File: config.mk
export PLATFORM = sky130hd
export DESIGN_NAME = iopwm_top
export DESIGN_NICKNAME = d
export VERILOG_FILES = /design/src/verilog/iopwm_pkg.sv /design/src/verilog/iopwm_top.sv
export SDC_FILE = /design/constraint.sdc
export NUM_CORES = 1
export LEC_CHECK = 0
export BUFFER_PORTS_ARGS = -buffer_cell sky130_fd_sc_hd__buf_4
export CORE_MARGIN = 2
export CORE_UTILIZATION = 40
export CTS_CLUSTER_SIZE = 28
export DETAILED_ROUTE_END_ITERATION = 12
export PLACE_DENSITY = 0.62
export SLEW_MARGIN = 25
export SYNTH_ARGS = -nofsm -noshare
export SYNTH_HDL_FRONTEND = slang
export SYNTH_SLANG_ARGS = --single-unit
File: constraint.sdc
create_clock -name clock -period 18.11 [get_ports clock]
set_input_delay 0.9055 -clock clock [delete_from_list [all_inputs] [get_ports clock]]
set_output_delay 0.9055 -clock clock [all_outputs]
set_load 0.05 [all_outputs]
File: src/verilog/iopwm_pkg.sv
// Constants and carrier types for the I/O port and pulse-width block.
package iopwm_pkg;

  // Data-memory addresses of the port latches, index 0 = port A, 1 = port B, 2 = port D.
  localparam logic [2:0][7:0] DATA_ADDR = {8'h18, 8'h14, 8'h12};
  localparam logic [2:0][7:0] DIR_ADDR  = {8'h19, 8'h15, 8'h13};
  // Duty registers of the four pulse channels, index = channel.
  localparam logic [3:0][7:0] DUTY_ADDR = {8'h1d, 8'h1c, 8'h1b, 8'h1a};

  localparam int NUM_PORTS = 3;
  localparam int NUM_CHAN  = 4;

  // Value after reset.
  localparam logic [7:0] DIR_RESET   = 8'hff;
  localparam logic [7:0] DATA_RESET  = 8'h00;
  localparam logic [7:0] DUTY_RESET  = 8'h00;
  localparam logic [7:0] RDATA_RESET = 8'h00;

  // Field positions of the shared pins.
  localparam int FDIV_BIT  = 3;
  localparam int BUZZ_BIT  = 0;
  localparam int BUZZN_BIT = 1;

  // Prescaler values at which one full pulse period ends and starts.
  localparam logic [7:0] CNT_LAST  = 8'hff;
  localparam logic [7:0] CNT_FIRST = 8'h00;
  localparam logic [7:0] CNT_STEP  = 8'h01;

  typedef enum logic [1:0] {
    IOPWM_OP_SET,
    IOPWM_OP_CLR,
    IOPWM_OP_CPL,
    IOPWM_OP_CPLA
  } iopwm_bitop_t;

  typedef struct packed {
    logic         rd;
    logic         wr;
    logic         bop;
    iopwm_bitop_t kind;
    logic [2:0]   bit_idx;
    logic [7:0]   addr;
    logic [7:0]   wdata;
  } iopwm_bus_t;

  typedef struct packed {
    logic [7:0] port_d;
    logic [7:0] port_b;
    logic [7:0] port_a;
  } iopwm_pins_t;

endpackage : iopwm_pkg

File: src/verilog/iopwm_top.sv
// Three bidirectional 8-bit ports with divider, buzzer and pulse-width alternate outputs.
//
// Overview of operation
// - Port reads return the pad level after three sampling stages and a filter, not the level at read time.
// - Output latches hold their value until software writes them again.
// - One direction bit per line: 1 is input, 0 is push-pull output.
// - Port read returns pad level for input bits, latch contents for output bits.
// - After reset all lines are inputs, pulled high where the pull-up is fitted.
// - Bit set, bit clear and whole-port complement read the port, modify, write latch or accumulator.
// - Any port A input line can wake the device from halt when its filtered level changes.
// - Each port has a build-time pull-up option; without it inputs float.
// - Divider option drives port A bit 3 with the overflow divider when an output.
// - Port A bit 3 latch gates the divider: 1 passes it, 0 forces low.
// - Divider toggles on each overflow of the selected timer.
// - Buzzer option puts buzzer on port A bit 0 and, when bits 0 and 1 are both outputs, its complement on bit 1.
// - Pulse option drives port D bits 0 to 3 outputs, gated by their latches.
// - Four pulse channels, each with its own 8-bit duty register, from system clock.
// - A build-time option selects the 6+2 or 7+1 modulation split.
// - In 6+2, a period is four modulation cycles of 64 clocks.
// - In 6+2, cycle i is high base+1 clocks when i below extra count.
// - In 7+1, a period is two modulation cycles of 128 clocks.
// - In 7+1, cycle i is high base+1 clocks when i below extra bit.
// - High time over a 256-clock period equals the duty register value.
// - Pulse channels count from the shared prescaler chain, not their own counter.
`timescale 1ns/1ps

module iopwm_top #(
  parameter bit       FDIV_EN     = 1'b1,
  parameter bit       FDIV_SEL_T1 = 1'b0,
  parameter bit       BUZZ_EN     = 1'b1,
  parameter bit       PWM_EN      = 1'b1,
  parameter bit       PWM_MODE71  = 1'b0,
  parameter bit [2:0] PULLUP_EN   = 3'b111
) (
  input  wire logic                   clock,
  input  wire logic                   arst_n,
  input  wire iopwm_pkg::iopwm_bus_t  bus_req,
  output logic [7:0]                  bus_rdata,
  input  wire iopwm_pkg::iopwm_pins_t pad_in,
  output iopwm_pkg::iopwm_pins_t      pad_out,
  output iopwm_pkg::iopwm_pins_t      pad_oe,
  output iopwm_pkg::iopwm_pins_t      pad_pu,
  input  wire logic                   tmr0_ovf,
  input  wire logic                   tmr1_ovf,
  input  wire logic                   buzz_src,
  input  wire logic                   halted,
  output logic                        wake,
  output logic [7:0]                  prescale_out
);

  logic rst_s1_q;
  logic rst_n_q;

  always_ff @(posedge clock or negedge arst_n) begin
    if (!arst_n) begin
      rst_s1_q <= 1'b0;
      rst_n_q  <= 1'b0;
    end else begin
      rst_s1_q <= 1'b1;
      rst_n_q  <= rst_s1_q;
    end
  end

  // Port state, index 0 = port A, 1 = port B, 2 = port D.
  logic [2:0][7:0] dat_q, dat_d;
  logic [2:0][7:0] dir_q, dir_d;
  logic [3:0][7:0] duty_q, duty_d;
  logic [3:0][7:0] act_q, act_d;
  logic [7:0]      cnt_q, cnt_d;
  logic            fdiv_q, fdiv_d;
  logic [7:0]      rdata_q, rdata_d;
  logic [2:0][7:0] pad_vec;
  logic [2:0][7:0] s1_q, s2_q, s3_q;
  logic [2:0][7:0] filt_q, filt_d;
  logic [2:0][7:0] out_q, out_d;
  logic [2:0][7:0] oe_q, oe_d;
  logic [2:0][7:0] pu_q, pu_d;
  logic            wake_q, wake_d;
  logic [3:0]      pwm_hi;
  logic            src_ovf;

  assign pad_vec = pad_in;

  function automatic logic [7:0] port_view(input logic [7:0] dir, input logic [7:0] lat,
                                           input logic [7:0] pad);
    port_view = (dir & pad) | (~dir & lat);
  endfunction : port_view

  function automatic logic [7:0] bit_op(input logic [7:0] v, input iopwm_pkg::iopwm_bitop_t k,
                                        input logic [2:0] idx);
    logic [7:0] r;
    r = v;
    unique case (k)
      iopwm_pkg::IOPWM_OP_SET:  r[idx] = 1'b1;
      iopwm_pkg::IOPWM_OP_CLR:  r[idx] = 1'b0;
      iopwm_pkg::IOPWM_OP_CPL:  r = ~v;
      iopwm_pkg::IOPWM_OP_CPLA: r = ~v;
    endcase
    bit_op = r;
  endfunction : bit_op

  // Level of one channel at a prescaler count; high from the cycle start.
  function automatic logic pwm_level(input logic [7:0] cnt, input logic [7:0] duty);
    logic [8:0] len;
    logic [8:0] pos;
    len = 9'h000;
    pos = 9'h000;
    if (PWM_MODE71) begin
      len = {2'b00, duty[7:1]} + {8'h00, (cnt[7] < duty[0])};
      pos = {2'b00, cnt[6:0]};
    end else begin
      len = {3'b000, duty[7:2]} + {8'h00, (cnt[7:6] < duty[1:0])};
      pos = {3'b000, cnt[5:0]};
    end
    pwm_level = pos < len;
  endfunction : pwm_level

  // Register file on the data-memory bus.
  always_comb begin
    logic [7:0] pv;
    logic [7:0] rv;
    pv      = 8'h00;
    rv      = 8'h00;
    dat_d   = dat_q;
    dir_d   = dir_q;
    duty_d  = duty_q;
    rdata_d = iopwm_pkg::RDATA_RESET;
    for (int i = 0; i < iopwm_pkg::NUM_PORTS; i++) begin
      pv = port_view(dir_q[i], dat_q[i], filt_q[i]);
      if (bus_req.addr == iopwm_pkg::DATA_ADDR[i]) begin
        if (bus_req.rd) begin
          rdata_d = pv;
        end
        if (bus_req.wr) begin
          dat_d[i] = bus_req.wdata;
        end else if (bus_req.bop) begin
          rv = bit_op(pv, bus_req.kind, bus_req.bit_idx);
          if (bus_req.kind == iopwm_pkg::IOPWM_OP_CPLA) begin
            rdata_d = rv;
          end else begin
            dat_d[i] = rv;
          end
        end
      end
      if (bus_req.addr == iopwm_pkg::DIR_ADDR[i]) begin
        if (bus_req.rd) begin
          rdata_d = dir_q[i];
        end
        if (bus_req.wr) begin
          dir_d[i] = bus_req.wdata;
        end
      end
    end
    for (int j = 0; j < iopwm_pkg::NUM_CHAN; j++) begin
      if (bus_req.addr == iopwm_pkg::DUTY_ADDR[j]) begin
        if (bus_req.rd) begin
          rdata_d = duty_q[j];
        end
        if (bus_req.wr) begin
          duty_d[j] = bus_req.wdata;
        end
      end
    end
  end

  always_ff @(posedge clock or negedge rst_n_q) begin
    if (!rst_n_q) begin
      dat_q   <= {3{iopwm_pkg::DATA_RESET}};
      dir_q   <= {3{iopwm_pkg::DIR_RESET}};
      duty_q  <= {4{iopwm_pkg::DUTY_RESET}};
      rdata_q <= iopwm_pkg::RDATA_RESET;
    end else begin
      dat_q   <= dat_d;
      dir_q   <= dir_d;
      duty_q  <= duty_d;
      rdata_q <= rdata_d;
    end
  end

  // Pad sampling: a level counts once the second and third stages agree.
  always_comb begin
    filt_d = ((s2_q ^ s3_q) & filt_q) | (~(s2_q ^ s3_q) & s3_q);
  end

  always_ff @(posedge clock or negedge rst_n_q) begin
    if (!rst_n_q) begin
      s1_q   <= '0;
      s2_q   <= '0;
      s3_q   <= '0;
      filt_q <= '0;
    end else begin
      s1_q   <= pad_vec;
      s2_q   <= s1_q;
      s3_q   <= s2_q;
      filt_q <= filt_d;
    end
  end

  // Prescaler chain shared with the timers; the pulse channels read it directly.
  always_comb begin
    cnt_d = cnt_q + iopwm_pkg::CNT_STEP;
    act_d = act_q;
    if (cnt_q == iopwm_pkg::CNT_LAST) begin
      act_d = duty_q;
    end
    for (int j = 0; j < iopwm_pkg::NUM_CHAN; j++) begin
      pwm_hi[j] = pwm_level(cnt_q, act_q[j]);
    end
    src_ovf = FDIV_SEL_T1 ? tmr1_ovf : tmr0_ovf;
    fdiv_d  = src_ovf ? ~fdiv_q : fdiv_q;
  end

  always_ff @(posedge clock or negedge rst_n_q) begin
    if (!rst_n_q) begin
      cnt_q  <= iopwm_pkg::CNT_FIRST;
      act_q  <= {4{iopwm_pkg::DUTY_RESET}};
      fdiv_q <= 1'b0;
    end else begin
      cnt_q  <= cnt_d;
      act_q  <= act_d;
      fdiv_q <= fdiv_d;
    end
  end

  // Pad drive with alternate functions.
  always_comb begin
    out_d = dat_q;
    oe_d  = ~dir_q;
    for (int i = 0; i < iopwm_pkg::NUM_PORTS; i++) begin
      pu_d[i] = PULLUP_EN[i] ? dir_q[i] : 8'h00;
    end
    if (FDIV_EN) begin
      out_d[0][iopwm_pkg::FDIV_BIT] = dat_q[0][iopwm_pkg::FDIV_BIT] & fdiv_q;
    end
    if (BUZZ_EN) begin
      out_d[0][iopwm_pkg::BUZZ_BIT] = dat_q[0][iopwm_pkg::BUZZ_BIT] & buzz_src;
      if (!dir_q[0][iopwm_pkg::BUZZ_BIT] && !dir_q[0][iopwm_pkg::BUZZN_BIT]) begin
        out_d[0][iopwm_pkg::BUZZN_BIT] = dat_q[0][iopwm_pkg::BUZZ_BIT] & ~buzz_src;
      end
    end
    if (PWM_EN) begin
      for (int j = 0; j < iopwm_pkg::NUM_CHAN; j++) begin
        out_d[2][j] = dat_q[2][j] & pwm_hi[j];
      end
    end
    wake_d = halted && ((filt_d[0] ^ filt_q[0]) & dir_q[0]) != 8'h00;
  end

  always_ff @(posedge clock or negedge rst_n_q) begin
    if (!rst_n_q) begin
      out_q  <= '0;
      oe_q   <= '0;
      pu_q   <= '0;
      wake_q <= 1'b0;
    end else begin
      out_q  <= out_d;
      oe_q   <= oe_d;
      pu_q   <= pu_d;
      wake_q <= wake_d;
    end
  end

  assign bus_rdata    = rdata_q;
  assign pad_out      = out_q;
  assign pad_oe       = oe_q;
  assign pad_pu       = pu_q;
  assign wake         = wake_q;
  assign prescale_out = cnt_q;

  // Helper: high clocks of channel 0 accumulated over one period.
  logic [8:0] hi_sum_q;

  always_ff @(posedge clock or negedge rst_n_q) begin
    if (!rst_n_q) begin
      hi_sum_q <= 9'h000;
    end else if (cnt_q == iopwm_pkg::CNT_FIRST) begin
      hi_sum_q <= {8'h00, pwm_hi[0]};
    end else begin
      hi_sum_q <= hi_sum_q + {8'h00, pwm_hi[0]};
    end
  end
endmodule : iopwm_top
==> impl_metrics.json <==
{
  "dr.pass1.iters": 5,
  "place.gp.congestion": 0.916,
  "postCtsSetupBuffers": 0,
  "arrival_ns": 3.64,
  "ff_latch_area_mm2": 0.00754,
  "worst_pin_slew_ns": 0.968,
  "synth_flop_cell": "dfrtp_1",
  "period_share": 0.175,
  "synth.top_cell.area_share": 0.540,
  "ys_ff_latch": 300,
  "finClkSkew_ns": 0.00861,
  "max_freq_mhz": 315,
  "root_buffer": "clkbuf_16",
  "hp-class": "in2async",
  "vias_per_cell": 5.42,
  "clock_latency_ns": 0.58,
  "io-pin-count": 143,
  "clock_sinks": 300,
  "layout-drive-gt1-share": 0.263,
  "drc": 0,
  "pwr-share-comb": 0.100,
  "yosysWarnings": 0,
  "ctsLongestPathBuffers": 3,
  "row_count": 65,
  "multiInputGateArea_mm2": 0.00490,
  "end_kind": "flip-flop",
  "clkPwrFrac": 0.412,
  "clk_pin_slew_ns": 0.06,
  "final_nets": 1295,
  "cts_hold_buffers": 0,
  "numCtsBuffers": 31,
  "fp.dieH_um": 183,
  "ys_top_cells_by_area": "dfrtp_1, mux2_2, dfstp_2, ha_1, a21oi_1",
  "first_global_vias": 8644,
  "reg2reg_from": "rst_n_q$_DFF_PN0_",
  "die-area_mm2": 0.0334,
  "synthesis.area_mm2": 0.0128,
  "required_ns": 18.57,
  "cts_tree": "done",
  "wl_mm": 33.1,
  "grtUsageTotal": 0.199,
  "power.leakage_nw": 7.03,
  "grt_antenna_before_repair": 0,
  "synthesis.nets": 1165,
  "avgRoutedWirePerCell_um": 20.2,
  "maxCapViolations": 0,
  "crit_fanout": 51,
  "overflow": 0,
  "placed_area_mm2": 0.0142,
  "syn_to_final_growth_pct": 18.8,
  "core_mm2": 0.0316,
  "synth_common_cells": "dfrtp_1, nand2_1, a21oi_1",
  "hold_viol": 0,
  "startpoint": "bus_req[20]",
  "drt_iter0_markers": 671,
  "avgSynthCellArea_um2": 11.9,
  "grt_max_degree": 87,
  "min_period_ns": 3.17,
  "ys_types": 78,
  "synthesis.instances": 1078,
  "yosysMostFrequentCell": "dfrtp_1",
  "pwr-share-seq": 0.488,
  "slew_headroom": 0.351,
  "async_flop_share": 1.00,
  "die_x_um": 183,
  "crit_type": "in2reg",
  "power.density_mw_per_mm2": 100,
  "internal-power_mw": 1.11,
  "p_switching_mw": 0.405,
  "vias": 8862,
  "antennaDiodeCount": 0,
  "synth_top_cell_by_area": "dfrtp_1",
  "dp_hpwl_mm": 23.7,
  "fillers": 2851,
  "synth_edf_count": 0,
  "final_max_slew_viol_count": 0,
  "cp-start-kind": "input port",
  "synth-seq-area-share": 0.590,
  "port_buffers": 141,
  "post_cts_resized": 0,
  "finalSetupViolCount": 0,
  "tns_ns": 0,
  "outcome": "complete, no violations",
  "p_sw_frac": 0.267,
  "rsz0062_at_grt": "no",
  "cts_max_level": 1,
  "grt_pass1_wl_mm": 51.4,
  "ant_nets": 0,
  "initial_core_util": 0.405,
  "fin_area_mm2": 0.0152,
  "max-vdd-ir-drop_mv": 0.0812
}
[per-stage QoR]
stage | hold WS [ns] | setup WS [ns] | utilization | std cells | total power [mW]
finish | 0.106 | 14.94 | 0.482 | 1635 | 1.52
global placement | 0.332 | 14.52 | 0.449 | 1577 | 0.903
floorplan | 0.331 | 9.17 | - | 1078 | 0.843
global route | 0.0797 | 14.92 | 0.482 | 1635 | 1.58
detailed placement | 0.335 | 14.54 | 0.449 | 1577 | 0.906
CTS | 0.0756 | 15.13 | 0.481 | 1635 | 1.54
[layer usage]
metal / track usage / part of all wire / vias to the layer above
li1: - / - / 4132
met1: 0.272 / 0.44 / 4446
met2: 0.333 / 0.48 / 238
met3: 0.0365 / 0.052 / 46
met4: 0.0480 / 0.023 / 0
met5: 0 / 0 / -
[power groups by stage]
stage | clock, mW | sequential, mW | combinational [mW]
final | 0.626 | 0.741 | 0.152
after detailed placement | 0 | 0.754 | 0.152
after global routing | 0.674 | 0.746 | 0.164
after global placement | 0 | 0.753 | 0.151
after CTS | 0.640 | 0.742 | 0.153
after floorplan | 0 | 0.786 | 0.0573
[worst paths after layout]
kind,end,slack (ns),cells after the start
max reg2reg,s3_q[15]$_DFF_PN0_,15.40,2
min reg2reg,s2_q[22]$_DFF_PN0_,0.34,0
min in group clock,s2_q[22]$_DFF_PN0_,0.34,0
min,rst_n_q$_DFF_PN0_,0.11,1
max in group asynchronous,s3_q[15]$_DFF_PN0_,15.40,2
max,bus_rdata[5]$_DFF_PN0_,14.94,7
[flip-flops by register name, indices dropped and copies added (netlist names), named ones only]
name and count:
act_q 32, bus_rdata 8, dat_q 24, dir_q 24, duty_q 32, fdiv_q 1
filt_q 8, pad_oe 24, pad_out 24, pad_pu 24, prescale_out 8, rst_n_q 1
rst_s1_q 1, s1_q 24, s2_q 24, s3_q 24, wake 1
[worst max-delay path, stage by stage]
cell and delay [ns]:
buf_4 0.39, nand4b_1 0.74, nor2_1 0.67, nand2_1 0.10
a211oi_1 0.29, o221ai_1 0.21, a21oi_1 0.30
[logic make-up (layout without fill, tap and decap cells)]
| family | Yosys count | in the layout | synth area share |
|---|---|---|---|
| AO/OA/AOI/OAI | 250 | 250 | 0.120 |
| flip-flops | 300 | 300 | 0.590 |
| XOR/XNOR | 23 | 23 | 0.0158 |
| adder cells (fa/ha/maj) | 50 | 50 | 0.0456 |
| other | 1 | 1 | 0.000293 |
| multiplexers | 107 | 107 | 0.0942 |
| AND/OR/NAND/NOR | 261 | 261 | 0.106 |
| buffers and inverters | 86 | 241 | 0.0285 |
[cell usage in the layout (no fill, tap or decap), drive strengths merged, types with 24 or more instances in the layout]
cell type and n:
ha 33, nor2 59, inv 41, buf 145, nand3 47, dfstp 24, clkbuf 43, mux2 83
nand2 78, a211oi 27, a21oi 74, mux2i 24, o21ai 72, dfrtp 276
[final cells by class]
cell class | instances | share of cell area
Multi-Input combinational cell | 692 | 0.322
Sequential cell | 300 | 0.496
Clock inverter | 15 | 0.00972
Inverter | 38 | 0.00939
Timing Repair Buffer | 145 | 0.0719
Tap cell | 402 | 0.0331
Clock buffer | 43 | 0.0573
Note: power is estimated with default switching activity, not from simulation.
